<file path="src/inc/rxeqa_pkg.sv">
// Constants, types and loop tables for the equalizer adaptation control
package rxeqa_pkg;
    localparam int N_LOOPS = 21;
    localparam int N_CFG = 20;
    localparam int N_TAPS = 14;
    localparam int COEF_W = 7;
    localparam int CFG_W = 16;
    localparam int SYNC_W = 2 * N_LOOPS + 2;
    typedef logic [COEF_W-1:0] rxeqa_coef_t;
    typedef logic [CFG_W-1:0] rxeqa_cfg_t;

    // Loop indices
    localparam int L_OFFSET = 0;
    localparam int L_LIN_LF = 1;
    localparam int L_LIN_HF = 2;
    localparam int L_GAIN = 3;
    localparam int L_FB_LF = 4;
    localparam int L_THRESH = 5;
    localparam int L_VPEAK = 6;
    localparam int L_TAP2 = 7;
    localparam int L_TAP4 = 9;
    localparam int L_TAP15 = 20;

    // Configuration register indices
    localparam int C_OFFSET = 0;
    localparam int C_LOWFREQ = 1;
    localparam int C_HIGHFREQ = 2;
    localparam int C_GAIN = 3;
    localparam int C_THRESH = 4;
    localparam int C_VPEAK = 5;
    localparam int C_TAP2 = 6;
    localparam int C_TAP4 = 8;
    localparam int C_TAP15 = 19;

    // Override field positions
    localparam int OFFSET_LSB = 1;
    localparam int GAIN_LSB = 0;
    localparam int WIDE_LSB = 9;
    localparam int GAIN_W = 5;
    localparam int TAP_WIDE_W = 6;
    localparam int TAP_NARROW_W = 5;

    // Register map (byte addresses)
    localparam int ADDR_W = 12;
    localparam logic [11:0] CFG_BASE = 12'h000;
    localparam logic [11:0] CFG_END = 12'h050;
    localparam logic [11:0] STATUS_ADDR = 12'h080;
    localparam logic [11:0] COEF_BASE = 12'h100;
    localparam logic [11:0] COEF_END = 12'h154;
    localparam int STAT_LINEAR_BIT = 0;
    localparam int STAT_RESET_BIT = 1;

    // Reset values
    localparam rxeqa_coef_t COEF_INIT = 7'h00;
    localparam rxeqa_cfg_t CFG_RESET = 16'h0000;

    function automatic int loop_width(input int i);
        case (i)
            L_GAIN: return GAIN_W;
            L_TAP2, L_TAP2 + 1: return TAP_WIDE_W;
            default: return (i >= L_TAP4) ? TAP_NARROW_W : COEF_W;
        endcase
    endfunction

    function automatic int cfg_lsb(input int i);
        case (i)
            L_OFFSET: return OFFSET_LSB;
            L_GAIN: return GAIN_LSB;
            default: return WIDE_LSB;
        endcase
    endfunction

    function automatic int cfg_sel(input int i);
        case (i)
            L_FB_LF: return C_LOWFREQ;
            L_THRESH: return C_THRESH;
            L_VPEAK: return C_VPEAK;
            default: return (i >= L_TAP2) ? i - 1 : i;
        endcase
    endfunction

    function automatic bit loop_linear(input int i);
        return (i == L_LIN_LF) || (i == L_LIN_HF);
    endfunction
endpackage

</file>
<file path="src/design/rxeqa_ctrl.sv">
// Equalizer adaptation control top with APB configuration registers
//
// Added by the designer: the placing of the registers and the APB slave port.
`timescale 1ns/1ps
`default_nettype none
module rxeqa_ctrl (
    input wire logic clk_in,
    input wire logic rst_b_in,
    input wire logic ce_in,
    input wire logic psel_in,
    input wire logic penable_in,
    input wire logic pwrite_in,
    input wire logic [11:0] paddr_in,
    input wire logic [31:0] pwdata_in,
    input wire logic [3:0] pstrb_in,
    output logic [31:0] prdata_out,
    output logic pready_out,
    output logic pslverr_out,
    input wire logic eq_mode_select_in,
    input wire logic eq_datapath_reset_in,
    input wire logic offset_loop_hold_in,
    input wire logic offset_loop_override_in,
    input wire logic linear_lowfreq_hold_in,
    input wire logic linear_lowfreq_override_in,
    input wire logic linear_highfreq_hold_in,
    input wire logic linear_highfreq_override_in,
    input wire logic gain_ctrl_hold_in,
    input wire logic gain_ctrl_override_in,
    input wire logic fb_lowfreq_hold_in,
    input wire logic fb_lowfreq_override_in,
    input wire logic threshold_loop_hold_in,
    input wire logic threshold_loop_override_in,
    input wire logic vpeak_loop_hold_in,
    input wire logic vpeak_loop_override_in,
    input wire logic [13:0] tap_n_hold_in,
    input wire logic [13:0] tap_n_override_in,
    input wire logic adapt_valid_in,
    input wire logic [20:0] adapt_up_in,
    output logic eq_path_linear_out,
    output logic [146:0] coef_bus_out
);
    ////////////////////////////////////////////////////////////////////////
    // Control input synchronisation

    wire [20:0] hold_raw = {tap_n_hold_in, vpeak_loop_hold_in,
        threshold_loop_hold_in, fb_lowfreq_hold_in, gain_ctrl_hold_in,
        linear_highfreq_hold_in, linear_lowfreq_hold_in,
        offset_loop_hold_in};
    wire [20:0] ovrd_raw = {tap_n_override_in, vpeak_loop_override_in,
        threshold_loop_override_in, fb_lowfreq_override_in,
        gain_ctrl_override_in, linear_highfreq_override_in,
        linear_lowfreq_override_in, offset_loop_override_in};
    logic [43:0] sync_q;

    rxeqa_sync #(.W(rxeqa_pkg::SYNC_W)) u_sync (
        .clk_in(clk_in),
        .rst_b_in(rst_b_in),
        .ce_in(ce_in),
        .d_in({eq_mode_select_in, eq_datapath_reset_in, hold_raw, ovrd_raw}),
        .q_out(sync_q)
    );

    wire mode_s = sync_q[43];
    wire rst_s = sync_q[42];
    wire [20:0] hold_s = sync_q[41:21];
    wire [20:0] ovrd_s = sync_q[20:0];

    ////////////////////////////////////////////////////////////////////////
    // APB slave

    rxeqa_pkg::rxeqa_cfg_t cfg [rxeqa_pkg::N_CFG];
    rxeqa_pkg::rxeqa_coef_t coef [rxeqa_pkg::N_LOOPS];

    wire access = psel_in & penable_in;
    wire wr_fire = access & pready_out & pwrite_in;
    wire next_pready = access & ~pready_out;
    wire aligned = (paddr_in[1:0] == 2'h0);
    wire cfg_hit = aligned && (paddr_in < rxeqa_pkg::CFG_END);
    wire status_hit = aligned && (paddr_in == rxeqa_pkg::STATUS_ADDR);
    wire coef_hit = aligned && (paddr_in >= rxeqa_pkg::COEF_BASE) &&
                    (paddr_in < rxeqa_pkg::COEF_END);
    wire [4:0] word_idx = paddr_in[6:2];
    wire any_hit = cfg_hit | status_hit | coef_hit;
    wire next_err = ~any_hit | (pwrite_in & ~cfg_hit);
    wire [31:0] status_word = {30'h0, rst_s, mode_s};
    wire [31:0] rd_data = cfg_hit ? {16'h0, cfg[word_idx]} :
                          status_hit ? status_word :
                          coef_hit ? {25'h0, coef[word_idx]} : 32'h0;

    always_ff @(posedge clk_in or negedge rst_b_in) begin
        if (!rst_b_in) begin
            pready_out <= 1'b0;
            pslverr_out <= 1'b0;
            prdata_out <= 32'h0;
        end else if (ce_in) begin
            pready_out <= next_pready;
            pslverr_out <= next_pready & next_err;
            prdata_out <= (next_pready & ~pwrite_in) ? rd_data : 32'h0;
        end
    end

    // Configuration registers, two low byte lanes
    genvar c;
    generate
        for (c = 0; c < rxeqa_pkg::N_CFG; c++) begin : g_cfg
            wire sel = wr_fire & cfg_hit & (word_idx == 5'(c));
            always_ff @(posedge clk_in or negedge rst_b_in) begin
                if (!rst_b_in) begin
                    cfg[c] <= rxeqa_pkg::CFG_RESET;
                end else if (ce_in && sel) begin
                    if (pstrb_in[0]) begin
                        cfg[c][7:0] <= pwdata_in[7:0];
                    end
                    if (pstrb_in[1]) begin
                        cfg[c][15:8] <= pwdata_in[15:8];
                    end
                end
            end
        end
    endgenerate

    ////////////////////////////////////////////////////////////////////////
    // Mode routing

    always_ff @(posedge clk_in or negedge rst_b_in) begin
        if (!rst_b_in) begin
            eq_path_linear_out <= 1'b0;
        end else if (ce_in) begin
            eq_path_linear_out <= mode_s;
        end
    end

    ////////////////////////////////////////////////////////////////////////
    // Adaptation loops

    genvar i;
    generate
        for (i = 0; i < rxeqa_pkg::N_LOOPS; i++) begin : g_loop
            localparam int W = rxeqa_pkg::loop_width(i);
            localparam int LSB = rxeqa_pkg::cfg_lsb(i);
            localparam int CS = rxeqa_pkg::cfg_sel(i);
            localparam bit LIN = rxeqa_pkg::loop_linear(i);
            wire [W-1:0] ovrd_val = cfg[CS][LSB +: W];
            wire active = LIN ? mode_s : ~mode_s;
            logic [W-1:0] value;

            // Override, freeze and adapt per loop
            // Shared and per-tap fields
            rxeqa_loop #(.W(W)) u_loop (
                .clk_in(clk_in),
                .rst_b_in(rst_b_in),
                .ce_in(ce_in),
                .dp_reset_in(rst_s),
                .hold_in(hold_s[i]),
                .override_in(ovrd_s[i]),
                .active_in(active),
                .step_valid_in(adapt_valid_in),
                .step_up_in(adapt_up_in[i]),
                .ovrd_val_in(ovrd_val),
                .coef_out(value)
            );
            assign coef[i] = rxeqa_pkg::rxeqa_coef_t'(value);
            assign coef_bus_out[i*rxeqa_pkg::COEF_W +: rxeqa_pkg::COEF_W] =
                coef[i];
        end
    endgenerate
endmodule
`default_nettype wire

</file>
<file path="src/design/rxeqa_loop.sv">
// One adaptation loop: adapt, freeze or override a coefficient
`timescale 1ns/1ps
`default_nettype none
module rxeqa_loop #(
    parameter int W = 7
) (
    input wire logic clk_in,
    input wire logic rst_b_in,
    input wire logic ce_in,
    input wire logic dp_reset_in,
    input wire logic hold_in,
    input wire logic override_in,
    input wire logic active_in,
    input wire logic step_valid_in,
    input wire logic step_up_in,
    input wire logic [W-1:0] ovrd_val_in,
    output logic [W-1:0] coef_out
);
    logic [W-1:0] next_coef;
    wire at_max = &coef_out;
    wire at_min = ~|coef_out;
    wire [W-1:0] inc = W'(coef_out + 1'b1);
    wire [W-1:0] dec = W'(coef_out - 1'b1);
    wire [W-1:0] stepped = step_up_in ? (at_max ? coef_out : inc)
                                      : (at_min ? coef_out : dec);
    wire do_step = active_in & step_valid_in;

    // Priority: datapath reset, override, freeze, adapt
    assign next_coef = dp_reset_in ? rxeqa_pkg::COEF_INIT[W-1:0] :
                       override_in ? ovrd_val_in :
                       hold_in ? coef_out :
                       do_step ? stepped : coef_out;

    always_ff @(posedge clk_in or negedge rst_b_in) begin
        if (!rst_b_in) begin
            coef_out <= rxeqa_pkg::COEF_INIT[W-1:0];
        end else if (ce_in) begin
            coef_out <= next_coef;
        end
    end
endmodule
`default_nettype wire

</file>
<file path="src/design/rxeqa_sync.sv">
// Two-stage synchroniser for asynchronous control levels
`timescale 1ns/1ps
`default_nettype none
module rxeqa_sync #(
    parameter int W = 1
) (
    input wire logic clk_in,
    input wire logic rst_b_in,
    input wire logic ce_in,
    input wire logic [W-1:0] d_in,
    output logic [W-1:0] q_out
);
    logic [W-1:0] stage1;

    always_ff @(posedge clk_in or negedge rst_b_in) begin
        if (!rst_b_in) begin
            stage1 <= '0;
            q_out <= '0;
        end else if (ce_in) begin
            stage1 <= d_in;
            q_out <= stage1;
        end
    end
endmodule
`default_nettype wire

</file>
<file path="config.mk">
export PLATFORM = sky130hd
export DESIGN_NAME = rxeqa_ctrl
export DESIGN_NICKNAME = d
export VERILOG_FILES = /design/src/inc/rxeqa_pkg.sv /design/src/design/rxeqa_ctrl.sv /design/src/design/rxeqa_loop.sv /design/src/design/rxeqa_sync.sv
export SDC_FILE = /design/constraint.sdc
export NUM_CORES = 1
export LEC_CHECK = 0
export BUFFER_PORTS_ARGS = -buffer_cell sky130_fd_sc_hd__buf_4
export CORE_MARGIN = 3
export CORE_UTILIZATION = 40
export CTS_BUF_LIST = sky130_fd_sc_hd__clkbuf_16
export DETAILED_ROUTE_END_ITERATION = 16
export PLACE_DENSITY = 0.65
export SYNTH_ARGS = -nofsm -noshare
export SYNTH_HDL_FRONTEND = slang
export SYNTH_SLANG_ARGS = --single-unit
</file>
<file path="constraint.sdc">
create_clock -name clk_in -period 2.77 [get_ports clk_in]
set_input_delay 0.554 -clock clk_in [delete_from_list [all_inputs] [get_ports clk_in]]
set_output_delay 0.554 -clock clk_in [all_outputs]
set_load 0.02 [all_outputs]
</file>
## Word level (Yosys, flattened, before mapping)

Index checks and enable logic that the tools add are counted.

| cells by class | value |
|---|---|
| $add $sub $neg | 42 |
| $lt $le $gt $ge | 4 |
| equal/unequal tests | 62 |
| multiplexer cells | 157 |
| bitwise gates (word level) | 39 |
| reductions and logical operators | 171 |

Operators by type and width:

| operator | number |
|---|---|
| 5-bit 2-to-1 mux | 91 |
| 7-bit 2-to-1 mux | 46 |
| 5-bit AND reduction | 34 |
| 6-bit 2-to-1 mux | 14 |
| 4-bit inequality test, second input constant | 21 |
| 4-bit nonzero test | 21 |
| 16-bit binary-select mux with 5-bit select | 1 |
| 2-bit AND reduction | 40 |
| 5-bit by 1-bit adder with 5-bit output, second input constant | 13 |
| 5-bit OR reduction | 13 |
| 5-bit by 1-bit subtractor with 5-bit output, second input constant | 13 |
| 16-bit 2-to-1 mux | 4 |
| 3-bit by 2-bit inequality test with 1-bit output, second input constant | 21 |
| 3-bit nonzero test | 21 |
| 7-bit by 1-bit adder with 7-bit output, second input constant | 6 |
| 7-bit AND reduction | 6 |
| 7-bit OR reduction | 6 |
| 7-bit by 1-bit subtractor with 7-bit output, second input constant | 6 |
| 5-bit by 4-bit equality test with 1-bit output, second input constant | 8 |
| 7-bit binary-select mux with 5-bit select | 1 |
| 1-bit AND | 30 |
| 1-bit logical AND | 24 |
| 5-bit by 3-bit equality test with 1-bit output, second input constant | 4 |
| 5-bit equality test, second input constant | 4 |
| other kinds (16) | 27 |

| storage, ports and cells | value |
|---|---|
| flip-flop bits (word level) | 562 |

## Logic depth before layout (Yosys ltp)

Gate-level depths: netlist of the first run.

| depth | value |
|---|---|
| depth in word-level cells | 8 |
| mapped depth | 10 |

## By module

Synthesis of the first run repeated with hierarchy kept, for this count alone.

| unflattened totals | value |
|---|---|
| cell total of the unflattened synthesis | 2593 |
| area, all modules | 31382.6 um^2 |

Modules (own cells, without submodules):

| module | times used | cells an instance | area each (um^2) | sequential area each (um^2) |
|---|---|---|---|---|
| rxeqa_ctrl | 1 | 1154 | 16793.6 | 8483.1 |
| rxeqa_loop at g_loop[10].u_loop ... | 13 | 53 | 475.5 | 125.1 |
| rxeqa_loop at g_loop[0].u_loop ... | 6 | 74 | 655.6 | 175.2 |
| rxeqa_sync | 1 | 186 | 3343.2 | 2202.1 |
| rxeqa_loop at g_loop[7].u_loop ... | 2 | 60 | 565.5 | 150.1 |

## Worst setup path after synthesis of the first run

No wires, ideal clock.

| timing path | value |
|---|---|
| path type | input -> register |
| start point | input port paddr_in[1] |
| end point | register cfg[160] in the netlist's numbering |
| setup time | 0.125 ns |
| data arrival time | 2.585 ns |
| required time | 2.645 ns |
| path slack | 0.060 ns |
| cell stages on the path | 7 |
| buffers on the path | 1 |
| cells stage by stage | or3_4 or4_4 nor2_4 nand3b_2 buf_6 nor3_4 mux2_4 |

| on the way | value |
|---|---|
| cells in the longest elaborated chain, start to end | 6 |

Ends and longest elaborated chain:

| what | line | source |
|---|---|---|
| from (decl) | rxeqa_ctrl.sv:13 | `input wire logic [11:0] paddr_in,` |
| 12-bit by 7-bit < comparator with 1-bit output or 2-bit zero test (tied branches) | rxeqa_ctrl.sv:78, rxeqa_ctrl.sv:77 |  |
| 1-bit logical AND * | rxeqa_ctrl.sv:78 | `wire cfg_hit = aligned && (paddr_in < rxeqa_pkg::CFG_END);` |
| 1-bit AND * (2 in series) | rxeqa_ctrl.sv:106 | `wire sel = wr_fire & cfg_hit & (word_idx == 5'(c));` |
| 1-bit logical AND * | rxeqa_ctrl.sv:110 | `end else if (ce_in && sel) begin` |
| 2-bit AND reduction (no source line) * | - |  |
| to (signal, indexed assignment) | rxeqa_ctrl.sv:109 | `cfg[c] <= rxeqa_pkg::CFG_RESET;` |
| to (signal, indexed assignment) | rxeqa_ctrl.sv:112 | `cfg[c][7:0] <= pwdata_in[7:0];` |
| to (signal, indexed assignment) | rxeqa_ctrl.sv:115 | `cfg[c][15:8] <= pwdata_in[15:8];` |
| to (decl) | rxeqa_ctrl.sv:71 | `rxeqa_pkg::rxeqa_cfg_t cfg [rxeqa_pkg::N_CFG];` |

Mark *: on every way between the ends. The rest lies on a longest branch, timed or not.
A chain may end at the register's enable or synchronous reset.

## Final worst setup path of the first run

| timing path | value |
|---|---|
| start point | register g_loop[9].u_loop.coef_out[0] |
| end point | register prdata_out[0] |

| on the way | value |
|---|---|
| cells in the longest elaborated chain, start to end | 7 |

Ends and longest elaborated chain:

| what | line | source |
|---|---|---|
| from (decl) | rxeqa_loop.sv:17 | `output logic [W-1:0] coef_out` |
| from (signal assigned) | rxeqa_loop.sv:36 | `coef_out <= rxeqa_pkg::COEF_INIT[W-1:0];` |
| from (signal assigned) | rxeqa_loop.sv:38 | `coef_out <= next_coef;` |
| 7-bit binary-select mux with 5-bit select | rxeqa_ctrl.sv:88 | `coef_hit ? {25'h0, coef[word_idx]} : 32'h0;` |
| 7-bit 2-to-1 mux (implied by the code) (2 in series) | rxeqa_ctrl.sv:88 |  |
| 7-bit 2-to-1 mux | rxeqa_ctrl.sv:88 |  |
| 7-bit 2-to-1 mux | rxeqa_ctrl.sv:87 | `status_hit ? status_word :` |
| 16-bit 2-to-1 mux | rxeqa_ctrl.sv:86 | `wire [31:0] rd_data = cfg_hit ? {16'h0, cfg[word_idx]} :` |
| 16-bit 2-to-1 mux | rxeqa_ctrl.sv:98 | `prdata_out <= (next_pready & ~pwrite_in) ? rd_data : 32'h0;` |
| to (signal assigned) | rxeqa_ctrl.sv:98 |  |
| to (decl) | rxeqa_ctrl.sv:16 | `output logic [31:0] prdata_out,` |

No other way between the ends. The select of a mux whose other input is x is not followed.

==> summary.md, run 1 <==
| Metric | Value |
|---|---|
| Area Growth Syn to Fin | 20.9% |
| Inserted Clock Buffers | 61 |
| Slew headroom | 0.569 |
| Setup crit end kind | flop |
| Tcrit/Tclk final | 0.853 |
| Final HPWL from detailed placement | 68,700 um |
| Core Region | 74,600 um^2 |
| Worst path top cell family by delay | compound AO/OA/AOI/OAI gates |
| Area leader, netlist | dfrtp_1 |
| Post-route cell area | 36,500 um^2 |
| Gr usage total | 0.234 |
| ANT nets after route | 0 |
| Mean Syn Cell Area | 11.9 um^2 |
| Post-synth top flop | dfrtp_1 |
| DRC violations left | 0 |
| Post-synthesis register bit count | 546 |
| Routed Wire Length | 92,800 um |
| Hold worst-path end | u_sync.stage1[17] |
| Fmax | 423 MHz |
| Reg2reg start | g_loop[9].u_loop.coef_out[0] |
| PostCTS Resize Cnt | 0 |
| Hold Vio Cnt, Final | 0 |
| Hold Crit Depth | 2 |
| Clk_lat worst skew | 0.65 ns |
| Top cell type's share of synthesized area | 0.453 |
| Sequential cell area fraction in the yosys report | 0.453 |
| Multi-input logic area | 15,500 um^2 |
| Synth cell count leaders | 546 x dfrtp_1, 396 x mux2_2, 190 x nand2_1 |
| Cells after DPL | 3,784 |
| Vias | 22,800 |
| Yosys cell types | 68 |
| Layout cells sized above 1 | 0.364 |
| Setup Crit Path Kind | flop to flop |
| Worst r2r path cells | 6 |
| Port bufs | 239 |
| Hold Startpoint | tap_n_override_in[10] |
| Worst hold path class | input port to flop |
| Yosys warning count | 0 |
| Gate Count Post-Synth | 2,543 |
| Setup_tns | 0 ns |
| Area contributors post-synth | dfrtp_1 45%, mux2_2 15%, mux4_2 7.9% |
| Worst clock skew | 0.0225 ns |
| R2r endpoint | prdata_out[0] |
| Via density per instance | 5.84 |
| Root Buffer | clkbuf_16 |
| Synth Cell Area | 30,200 um^2 |
| Placed cell areas | 34,400 um^2 |
| CP Cell Sequence | mux4_2 -> mux2i_1 -> a2111oi_0 -> buf_4 -> o221ai_1 -> a21oi_1 |
| MaxCap Viol Count | 0 |
| Register area | 13,700 um^2 |
| Clock sink count | 546 |
| Layout Nets | 3,097 |
| H-tree levels | 2 |
| Final setup fails | 0 |
| Slowest-stage cell, CP | a2111oi_0 |
| Pwr per Cell Area | 706 nW/um^2 |
| Top Ports | 302 |
| Worst EP arrival | 2.92 ns |
| Initial antenna violation count | 4 |
| CP Launch Type | flop |
| Least-Margin Pin Slew | 0.646 ns |
| TritonRoute pass-1 iters | 7 |
| Final Total Pwr | 0.0257 W |
| Gr ovfl total | 0 |
| Die area | 78,800 um^2 |
| Final Util | 0.489 |
| CTS clk-pin slew, worst paths | 0.06 ns |
| Placer Congestion | 0.918 |
| Post-synth EDFFs | 0 |
| Worst reg-to-reg setup slack | 0.41 ns |
| P_leak | 17.2 nW |
| Largest net degree at the start of global routing | 84 |
| Most frequent cell after synthesis | dfrtp_1 |
| Ys async rst share | 1.00 |
| # fillers | 6,576 |
| TritonCTS clock tree | built |
| CTS Buffer Depth | 3 |
| FP Rows | 100 |
| RSZ-0062 raised after global routing | false |
| Crit path max fanout | 8 |
| Run status | complete, no violations |
| Vias in the first global route | 23,200 |
| VDD IR-drop max | 0.505 mV |
| Post CTS Setup Buffer Count | 0 |
| Wirelength per Cell | 23.8 um |
| Chip Width | 281 um |
| Required @ worst endpoint | 3.33 ns |
| Worst Path Buf+Inv | 1 |
| Initial Utilization | 0.405 |
| Layout Cells excl Fill | 3,900 |
| Post-route minimum period | 2.36 ns |
| Hold-fix buffers, CTS | 1 |
| Die Ht | 281 um |
| Iteration-0 DRC Markers | 1,376 |
| Pins Over Slew Limit | 0 |
| Crit path largest cell delay | 0.62 ns |
| First-pass GRT wire length | 143,000 um |
-- cell usage in the layout (no fill, tap or decap), types with 18 or more instances in the layout --
cell	n
nor3_1	31
nor3_4	18
clkbuf_16	61
nand4_1	55
buf_12	46
nor4_1	30
mux4_2	106
nand3_1	36
nor2_1	115
inv_1	75
xor2_1	36
a211oi_1	22
mux2_2	396
fa_1	21
o21ai_0	57
a21oi_1	124
conb_1	44
a21o_1	38
or4_1	37
o31ai_1	101
nand2_1	190
xnor2_1	37
mux2i_1	39
ha_1	77
dfrtp_1	545
buf_4	372
-- layout make-up --
class	instances	area share
multi-input cells	1781	0.425
flip-flops and latches	546	0.375
repair buffers	422	0.103
clock buffers	61	0.0419
well taps	969	0.0332
clock inverters	52	0.0151
inverters	67	0.00690
diodes	2	0.000137
-- sequential cells by signal (all words and copies together), names as in the netlist --
signal	count
eq_path_linear_out	1
pslverr_out	1
cfg	320
pready_out	1
u_sync.q_out	44
prdata_out	16
u_sync.stage1	44
g_loop.u_loop.coef_out	119
-- power breakdown --
part	internal [W]	switching (W)
sequential	0.00867	0.00154
clock	0.00495	0.00347
combinational	0.00319	0.00392
-- per-stage QoR --
step	worst slack (ns)	hold slack (ns)
after CTS	0.422	0.0939
after detailed placement	-0.204	0.484
final	0.407	0.133
after global routing	0.270	0.103
after global placement	-0.164	0.466
after floorplan	0.0600	0.258
-- logic make-up after synthesis --
group,Yosys count,synth area share
buffers and inverters,259,0.0389
AOI/OAI and AO/OA,431,0.0943
DFF,546,0.453
xor gates and xnor gates,73,0.0212
other,1,0.000124
muxes,551,0.245
and+or+nand+nor,584,0.102
adders and majority gates,98,0.0459
-- metal layers --
metal / track usage / wire length [um] / vias up
met4: 0.0715 / 2890 / 6
met3: 0.0575 / 7530 / 154
met5: 0 / 40 / -
li1: - / - / 10100
met1: 0.318 / 39300 / 11600
met2: 0.374 / 43000 / 897
-- how the worst max path moves through the flow --
| stage | depth (start not counted) | slack, ns | to | from |
|---|---|---|---|---|
| after global placement | 10 | -0.16 | cfg[19] | paddr_in[1] |
| after global routing | 7 | 0.27 | prdata_out[4] | pready_out |
| after floorplan | 7 | 0.06 | cfg[160] | paddr_in[1] |
| after detailed placement | 10 | -0.20 | cfg[19] | paddr_in[1] |
| final | 6 | 0.41 | prdata_out[0] | g_loop[9].u_loop.coef_out[0] |
| after CTS | 6 | 0.42 | prdata_out[0] | g_loop[9].u_loop.coef_out[0] |
(Power assumes the default switching activity.)
==> inputs of run 2 (changes only) <==
--- a/config.mk
+++ b/config.mk
@@ -11,6 +11,7 @@
 export CTS_BUF_LIST = sky130_fd_sc_hd__clkbuf_16
 export DETAILED_ROUTE_END_ITERATION = 16
 export PLACE_DENSITY = 0.65
+export REMOVE_ABC_BUFFERS = 1
 export SYNTH_ARGS = -nofsm -noshare
 export SYNTH_HDL_FRONTEND = slang
 export SYNTH_SLANG_ARGS = --single-unit
==> summary.md, run 2 (synthesized netlist as in run 1, its figures left out) <==
| Metric | Value |
|---|---|
| Slew headroom | 0.458 (-0.111) |
| Worst reg-to-reg setup slack | 0.41 ns (about the same) |
| Setup_tns | 0 ns (unchanged) |
| CTS clk-pin slew, worst paths | 0.06 ns (about the same) |
| # fillers | 6,523 (-0.81%) |
| Biggest register | cfg |
| Top Ports | 302 (unchanged) |
| Number of flip-flops in the largest register | 320 (unchanged) |
| Area Growth Syn to Fin | 20.9% (about the same) |
| R2r endpoint | prdata_out[0] |
| Largest net degree at the start of global routing | 66 (-21%) |
| Via density per instance | 5.87 (+0.49%) |
| Vias | 22,900 (+0.52%) |
| CP Launch Type | input port |
| Hold Crit Depth | 2 (unchanged) |
| TritonCTS clock tree | built |
| Required @ worst endpoint | 3.29 ns (-0.04 ns) |
| Die area | 78,800 um^2 (unchanged) |
| Cells after DPL | 3,783 (-0.026%) |
| Final Total Pwr | 0.0261 W (+1.2%) |
| Pwr per Cell Area | 714 nW/um^2 (+1.2%) |
| Slowest-stage cell, CP | or4_4 |
| CTS Buffer Depth | 3 (unchanged) |
| Final Util | 0.489 (about the same) |
| CP dominant cell by count | buf_4 |
| Hold Vio Cnt, Final | 0 (unchanged) |
| Inserted Clock Buffers | 61 (unchanged) |
| Final setup fails | 0 (unchanged) |
| Worst clock skew | 0.0505 ns (+0.0281 ns) |
| VDD IR-drop max | 0.545 mV (+8.0%) |
| Clk_lat worst skew | 0.68 ns (+0.03 ns) |
| Routed Wire Length | 94,600 um (+1.9%) |
| Hold Startpoint | tap_n_override_in[5] |
| Port bufs | 239 (unchanged) |
| Pins Over Slew Limit | 0 (unchanged) |
| Layout Cells excl Fill | 3,901 (+0.026%) |
| Initial antenna violation count | 8 (+4) |
| Post CTS Setup Buffer Count | 0 (unchanged) |
| Post-route minimum period | 2.38 ns (+0.0217 ns) |
| DRC violations left | 0 (unchanged) |
| Wirelength per Cell | 24.2 um (+1.9%) |
| Vias in the first global route | 23,400 (+1.0%) |
| Layout cells sized above 1 | 0.363 (-0.000776) |
| CP Cell Sequence | buf_4 -> or3_4 -> or4_4 -> nor2_4 -> nand3b_2 -> buf_4 -> nor3_4 -> buf_12 -> mux2_2 |
| Crit path max fanout | 8 (unchanged) |
| Run status | complete, no violations |
| Die Ht | 281 um (unchanged) |
| First-pass GRT wire length | 145,000 um (+1.5%) |
| Crit path largest cell delay | 0.45 ns (-0.17 ns) |
| Least-Margin Pin Slew | 0.808 ns (+0.162 ns) |
| FP Rows | 100 (unchanged) |
| Initial Utilization | 0.405 (unchanged) |
| Iteration-0 DRC Markers | 1,869 (+36%) |
| Hold worst-path end | u_sync.stage1[12] |
| Top flop regs | cfg x320, g_loop.u_loop.coef_out x119 |
| Setup crit end kind | flop |
| H-tree levels | 2 (unchanged) |
| Gr usage total | 0.239 (+0.00453) |
| Worst r2r path cells | 6 (unchanged) |
| Most frequent cells in the layout | 545 x dfrtp_1, 396 x mux2_2, 374 x buf_4 |
| Chip Width | 281 um (unchanged) |
| Layout Nets | 3,096 (-0.032%) |
| Placer Congestion | 0.956 (+4.2%) |
| RSZ-0062 raised after global routing | false |
| Setup Crit Path Kind | input port to flop |
| Clock sink count | 546 (unchanged) |
| MaxCap Viol Count | 0 (unchanged) |
| Reg2reg start | g_loop[9].u_loop.coef_out[0] |
| P_leak | 17.2 nW (about the same) |
| Gr ovfl total | 0 (unchanged) |
| Most common cell after layout, fill and taps aside | dfrtp_1 |
| TritonRoute pass-1 iters | 5 (-2) |
| Fmax | 419 MHz (-0.91%) |
| Root Buffer | clkbuf_16 |
| Core Region | 74,600 um^2 (unchanged) |
| Worst EP arrival | 2.90 ns (-0.02 ns) |
| Worst hold path class | input port to flop |
| ANT nets after route | 0 (unchanged) |
| Final HPWL from detailed placement | 69,500 um (+1.2%) |
| Tcrit/Tclk final | 0.861 (+0.00783) |
==> run 2: changes by cell type in the layout (fill, tap and decap cells not counted), sizes merged <==
cell      previous run  this run
buf                421       420
diode                2         5
clkinv              29        31
clkinvlp             4         2
bufinv              10        11
inv                 76        74
==> run 2: layer usage <==
layer	vias to the layer above	wire, um	global-route usage
met3	172	6720	0.0460
met2	870	44600	0.386
met4	4	3290	0.0865
li1	10100	-	-
met5	-	23	0
met1	11800	40000	0.322
==> run 2: worst max-delay path by stage <==
| stage | from | end | slack, ns | depth (start not counted) |
|---|---|---|---|---|
| global route | g_loop[11].u_loop.coef_out[0] | prdata_out[0] | 0.29 | 6 |
| CTS | g_loop[4].u_loop.coef_out[4] | g_loop[4].u_loop.coef_out[6] | 0.14 | 6 |
| floorplan | u_sync.q_out[42] | g_loop[0].u_loop.coef_out[6] | -0.95 | 4 |
| global placement | paddr_in[1] | cfg[199] | -0.21 | 9 |
| detailed placement | paddr_in[1] | cfg[196] | -0.24 | 9 |
| finish | paddr_in[1] | cfg[196] | 0.39 | 9 |
==> run 2: metrics by stage <==
stage / area [um^2] / worst slack, ns / hold slack (ns)
3_5_place_dp: 34300 / -0.241 / 0.479
3_3_place_gp: 34300 / -0.205 / 0.463
5_1_grt: 36500 / 0.294 / 0.101
4_1_cts: 36500 / 0.137 / 0.0735
6_report: 36500 / 0.385 / 0.108
2_1_floorplan: 29400 / -0.946 / 0.258
==> run 2: layout make-up <==
cell class              instances  area, um^2  share of cell area
multi-input cells            1781       15500               0.425
repair buffers                421        3720               0.102
well taps                     969        1210              0.0332
clock buffers                  61        1530              0.0418
flip-flops and latches        546       13700               0.375
inverters                      67         251             0.00689
clock inverters                51         597              0.0164
diodes                          5        12.5            0.000343
==> run 2: worst max-delay path, delay by kind of cell <==
family | cells | cell delay, ns
buffers and inverters | 3 | 0.54
AND/OR/NAND/NOR | 5 | 1.46
multiplexers | 1 | 0.34
==> run 2: what timing repair did <==
action                                  4_1_cts  5_1_grt
resized for setup                             0        1
endpoints found under the setup margin        0        2
hold buffers                                  1        0
endpoints found under the hold margin        40        0
==> run 2: where the power goes <==
group	switching, W	internal [W]	leakage, nW
Combinational	0.00414	0.00326	8.79
Clock	0.00348	0.00505	1.05
Sequential	0.00146	0.00867	7.35
Total	0.00908	0.0170	17.2
==> inputs of run 3 (changes only) <==
--- a/config.mk
+++ b/config.mk
@@ -6,11 +6,13 @@
 export NUM_CORES = 1
 export LEC_CHECK = 0
 export BUFFER_PORTS_ARGS = -buffer_cell sky130_fd_sc_hd__buf_4
+export CORE_ASPECT_RATIO = 2
 export CORE_MARGIN = 3
-export CORE_UTILIZATION = 40
+export CORE_UTILIZATION = 28
 export CTS_BUF_LIST = sky130_fd_sc_hd__clkbuf_16
+export CTS_CLUSTER_SIZE = 24
 export DETAILED_ROUTE_END_ITERATION = 16
-export PLACE_DENSITY = 0.65
+export PLACE_DENSITY = 0.51
 export REMOVE_ABC_BUFFERS = 1
 export SYNTH_ARGS = -nofsm -noshare
 export SYNTH_HDL_FRONTEND = slang
==> summary.md, run 3 (synthesized netlist as in run 1, its figures left out) <==
| Metric | Value |
|---|---|
| Number of flip-flops in the largest register | 320 (unchanged) |
| Port bufs | 239 (unchanged) |
| FP Rows | 169 (+69%) |
| M1 WL | 39,600 um (-0.99%) |
| Biggest register | cfg |
| Pwr per Cell Area | 686 nW/um^2 (-3.9%) |
| TritonRoute pass-1 iters | 5 (unchanged) |
| Met2 wire length | 54,800 um (+23%) |
| Top sig layer | met5 |
| Worst Path Buf+Inv | 1 (-2) |
| Placer Congestion | 0.856 (-11%) |
| Final setup fails | 0 (unchanged) |
| Reg2reg start | u_sync.q_out[43] |
| Hold Vio Cnt, Final | 0 (unchanged) |
| Hold WS | 0.136 ns (+0.0279 ns) |
| RSZ-0062 raised after global routing | false |
| First-pass GRT wire length | 158,000 um (+8.9%) |
| DR WL met3 | 4600 um (-32%) |
| Worst clock skew | 0.0263 ns (-0.0242 ns) |
| Crit path largest cell delay | 0.62 ns (+0.17 ns) |
| Root Buffer | clkbuf_16 |
| Crit path max fanout | 18 (+10) |
| Register area | 13,700 um^2 (unchanged) |
| Inserted Clock Buffers | 53 (-13%) |
| Cells after DPL | 4,208 (+11%) |
| Post CTS Setup Buffer Count | 0 (unchanged) |
| Top Ports | 302 (unchanged) |
| ANT nets after route | 0 (unchanged) |
| MaxCap Viol Count | 0 (unchanged) |
| Placed cell areas | 35,100 um^2 (+2.4%) |
| Gr usage total | 0.187 (-0.0519) |
| Fmax | 418 MHz (-0.33%) |
| Worst hold path class | input port to flop |
| Setup crit end kind | flop |
| Pins Over Slew Limit | 0 (unchanged) |
| VDD IR-drop max | 0.506 mV (-7.1%) |
| Vias in the first global route | 23,500 (+0.46%) |
| Tcrit/Tclk final | 0.864 (+0.00283) |
| Multi-input logic area | 15,500 um^2 (about the same) |
| Die Ht | 470 um (+68%) |
| Via density per instance | 5.17 (-12%) |
| Hold Startpoint | tap_n_hold_in[11] |
| Core Region | 107,000 um^2 (+43%) |
| Clock sink count | 546 (unchanged) |
| Die area | 112,000 um^2 (+42%) |
| TritonCTS clock tree | built |
| P_leak | 17.2 nW (about the same) |
| Wirelength per Cell | 24.5 um (+0.86%) |
| Clk_lat worst skew | 0.65 ns (-0.03 ns) |
| Most common cell after layout, fill and taps aside | dfrtp_1 |
| CTS Buffer Depth | 3 (unchanged) |
| CP Cell Sequence | nand2b_1 -> buf_12 -> nor4_1 -> o31ai_1 -> or4_1 -> nand3_1 |
| Required @ worst endpoint | 3.36 ns (+0.07 ns) |
| Routed Wire Length | 105,000 um (+11%) |
| CTS clk-pin slew, worst paths | 0.07 ns (about the same) |
| Layout Nets | 3,114 (+0.58%) |
| Post-route cell area | 37,000 um^2 (+1.4%) |
| Final Util | 0.347 (-0.142) |
| Slew headroom | 0.434 (-0.0235) |
| Initial Utilization | 0.283 (-0.121) |
| Area Growth Syn to Fin | 22.6% |
| Post-route minimum period | 2.39 ns (+0.00784 ns) |
| Largest net degree at the start of global routing | 73 (+11%) |
| H-tree levels | 2 (unchanged) |
| Iteration-0 DRC Markers | 1,163 (-38%) |
| Layout cells sized above 1 | 0.367 (+0.00430) |
| Least-Margin Pin Slew | 0.849 ns (+0.0400 ns) |
| CP Launch Type | flop |
| Top flop regs | cfg x320, g_loop.u_loop.coef_out x119 |
| Gr ovfl total | 0 (unchanged) |
| Run status | complete, no violations |
| Setup Crit Path Kind | flop to flop |
| # fillers | 10,700 (+64%) |
| Worst EP arrival | 2.98 ns (+0.08 ns) |
| Slowest-stage cell, CP | nor4_1 |
| Worst path top cell family by delay | simple AND/OR/NAND/NOR gates |
| Final HPWL from detailed placement | 80,600 um (+16%) |
| Crit path from | u_sync.q_out[43] |
| Layout Cells excl Fill | 4,312 (+11%) |
| Initial antenna violation count | 8 (unchanged) |
| Vias | 22,300 (-2.6%) |
| Most frequent cells in the layout | 545 x dfrtp_1, 396 x mux2_2, 391 x buf_4 |
| Chip Width | 238 um (-15%) |
| DRC violations left | 0 (unchanged) |
[run 3: cell types whose count changed in the layout (fill, tap and decap cells not counted), sizes merged]
cell	previous run	this run
inv	74	75
clkbuf	61	55
bufinv	11	8
buf	420	445
clkinvlp	2	5
clkinv	31	23
[run 3: worst reg2reg max path, stage by stage (launching register included)]
cell and delay [ns]:
dfrtp_1 0.53, nand2b_1 0.28, buf_12 0.19, nor4_1 0.67, o31ai_1 0.15, or4_1 0.42, nand3_1 0.09
[run 3: per-stage QoR]
stage	setup WS (ns)	setup TNS (ns)	total power, W
4_1_cts	0.366	0	0.0257
5_1_grt	0.199	0	0.0268
3_3_place_gp	-0.148	-25.96	0.0177
2_1_floorplan	-0.946	-132.60	0.0141
3_5_place_dp	-0.153	-29.55	0.0178
6_report	0.378	0	0.0254
[run 3: routing by layer]
metal | global-route usage | vias to the layer above
met2 | 0.339 | 571
met1 | 0.208 | 11400
li1 | - | 10100
met5 | 0 | -
met3 | 0.0293 | 203
met4 | 0.101 | 6
[run 3: final timing paths]
check | endpoint | slack [ns] | cells past startpoint
min in group asynchronous | g_loop[15].u_loop.coef_out[4] | 0.51 | 2
worst max register to register | g_loop[16].u_loop.coef_out[0] | 0.38 | 6
max in group asynchronous | u_sync.q_out[42] | 1.34 | 3
worst max-delay path | g_loop[16].u_loop.coef_out[0] | 0.38 | 6
worst min register to register | u_sync.q_out[4] | 0.48 | 2
worst min-delay path | u_sync.stage1[39] | 0.14 | 2
[run 3: cell type report]
cell class / count / area share
Timing Repair Buffer: 447 / 0.109
Antenna cell: 5 / 0.000338
Multi-Input combinational cell: 1781 / 0.419
Inverter: 67 / 0.00680
Clock buffer: 54 / 0.0365
Tap cell: 1368 / 0.0463
Sequential cell: 546 / 0.370
Clock inverter: 44 / 0.0126
[run 3: power breakdown]
part | internal, W | switching, W
Clock | 0.00433 | 0.00349
Combinational | 0.00327 | 0.00407
Sequential | 0.00866 | 0.00155
Total | 0.0163 | 0.00911
[run 3: what timing repair did]
item / in CTS / in global routing
resized for setup: 0 / 0
hold endpoints to repair: 36 / 0
hold buffers: 1 / 0
setup endpoints to repair: 0 / 0
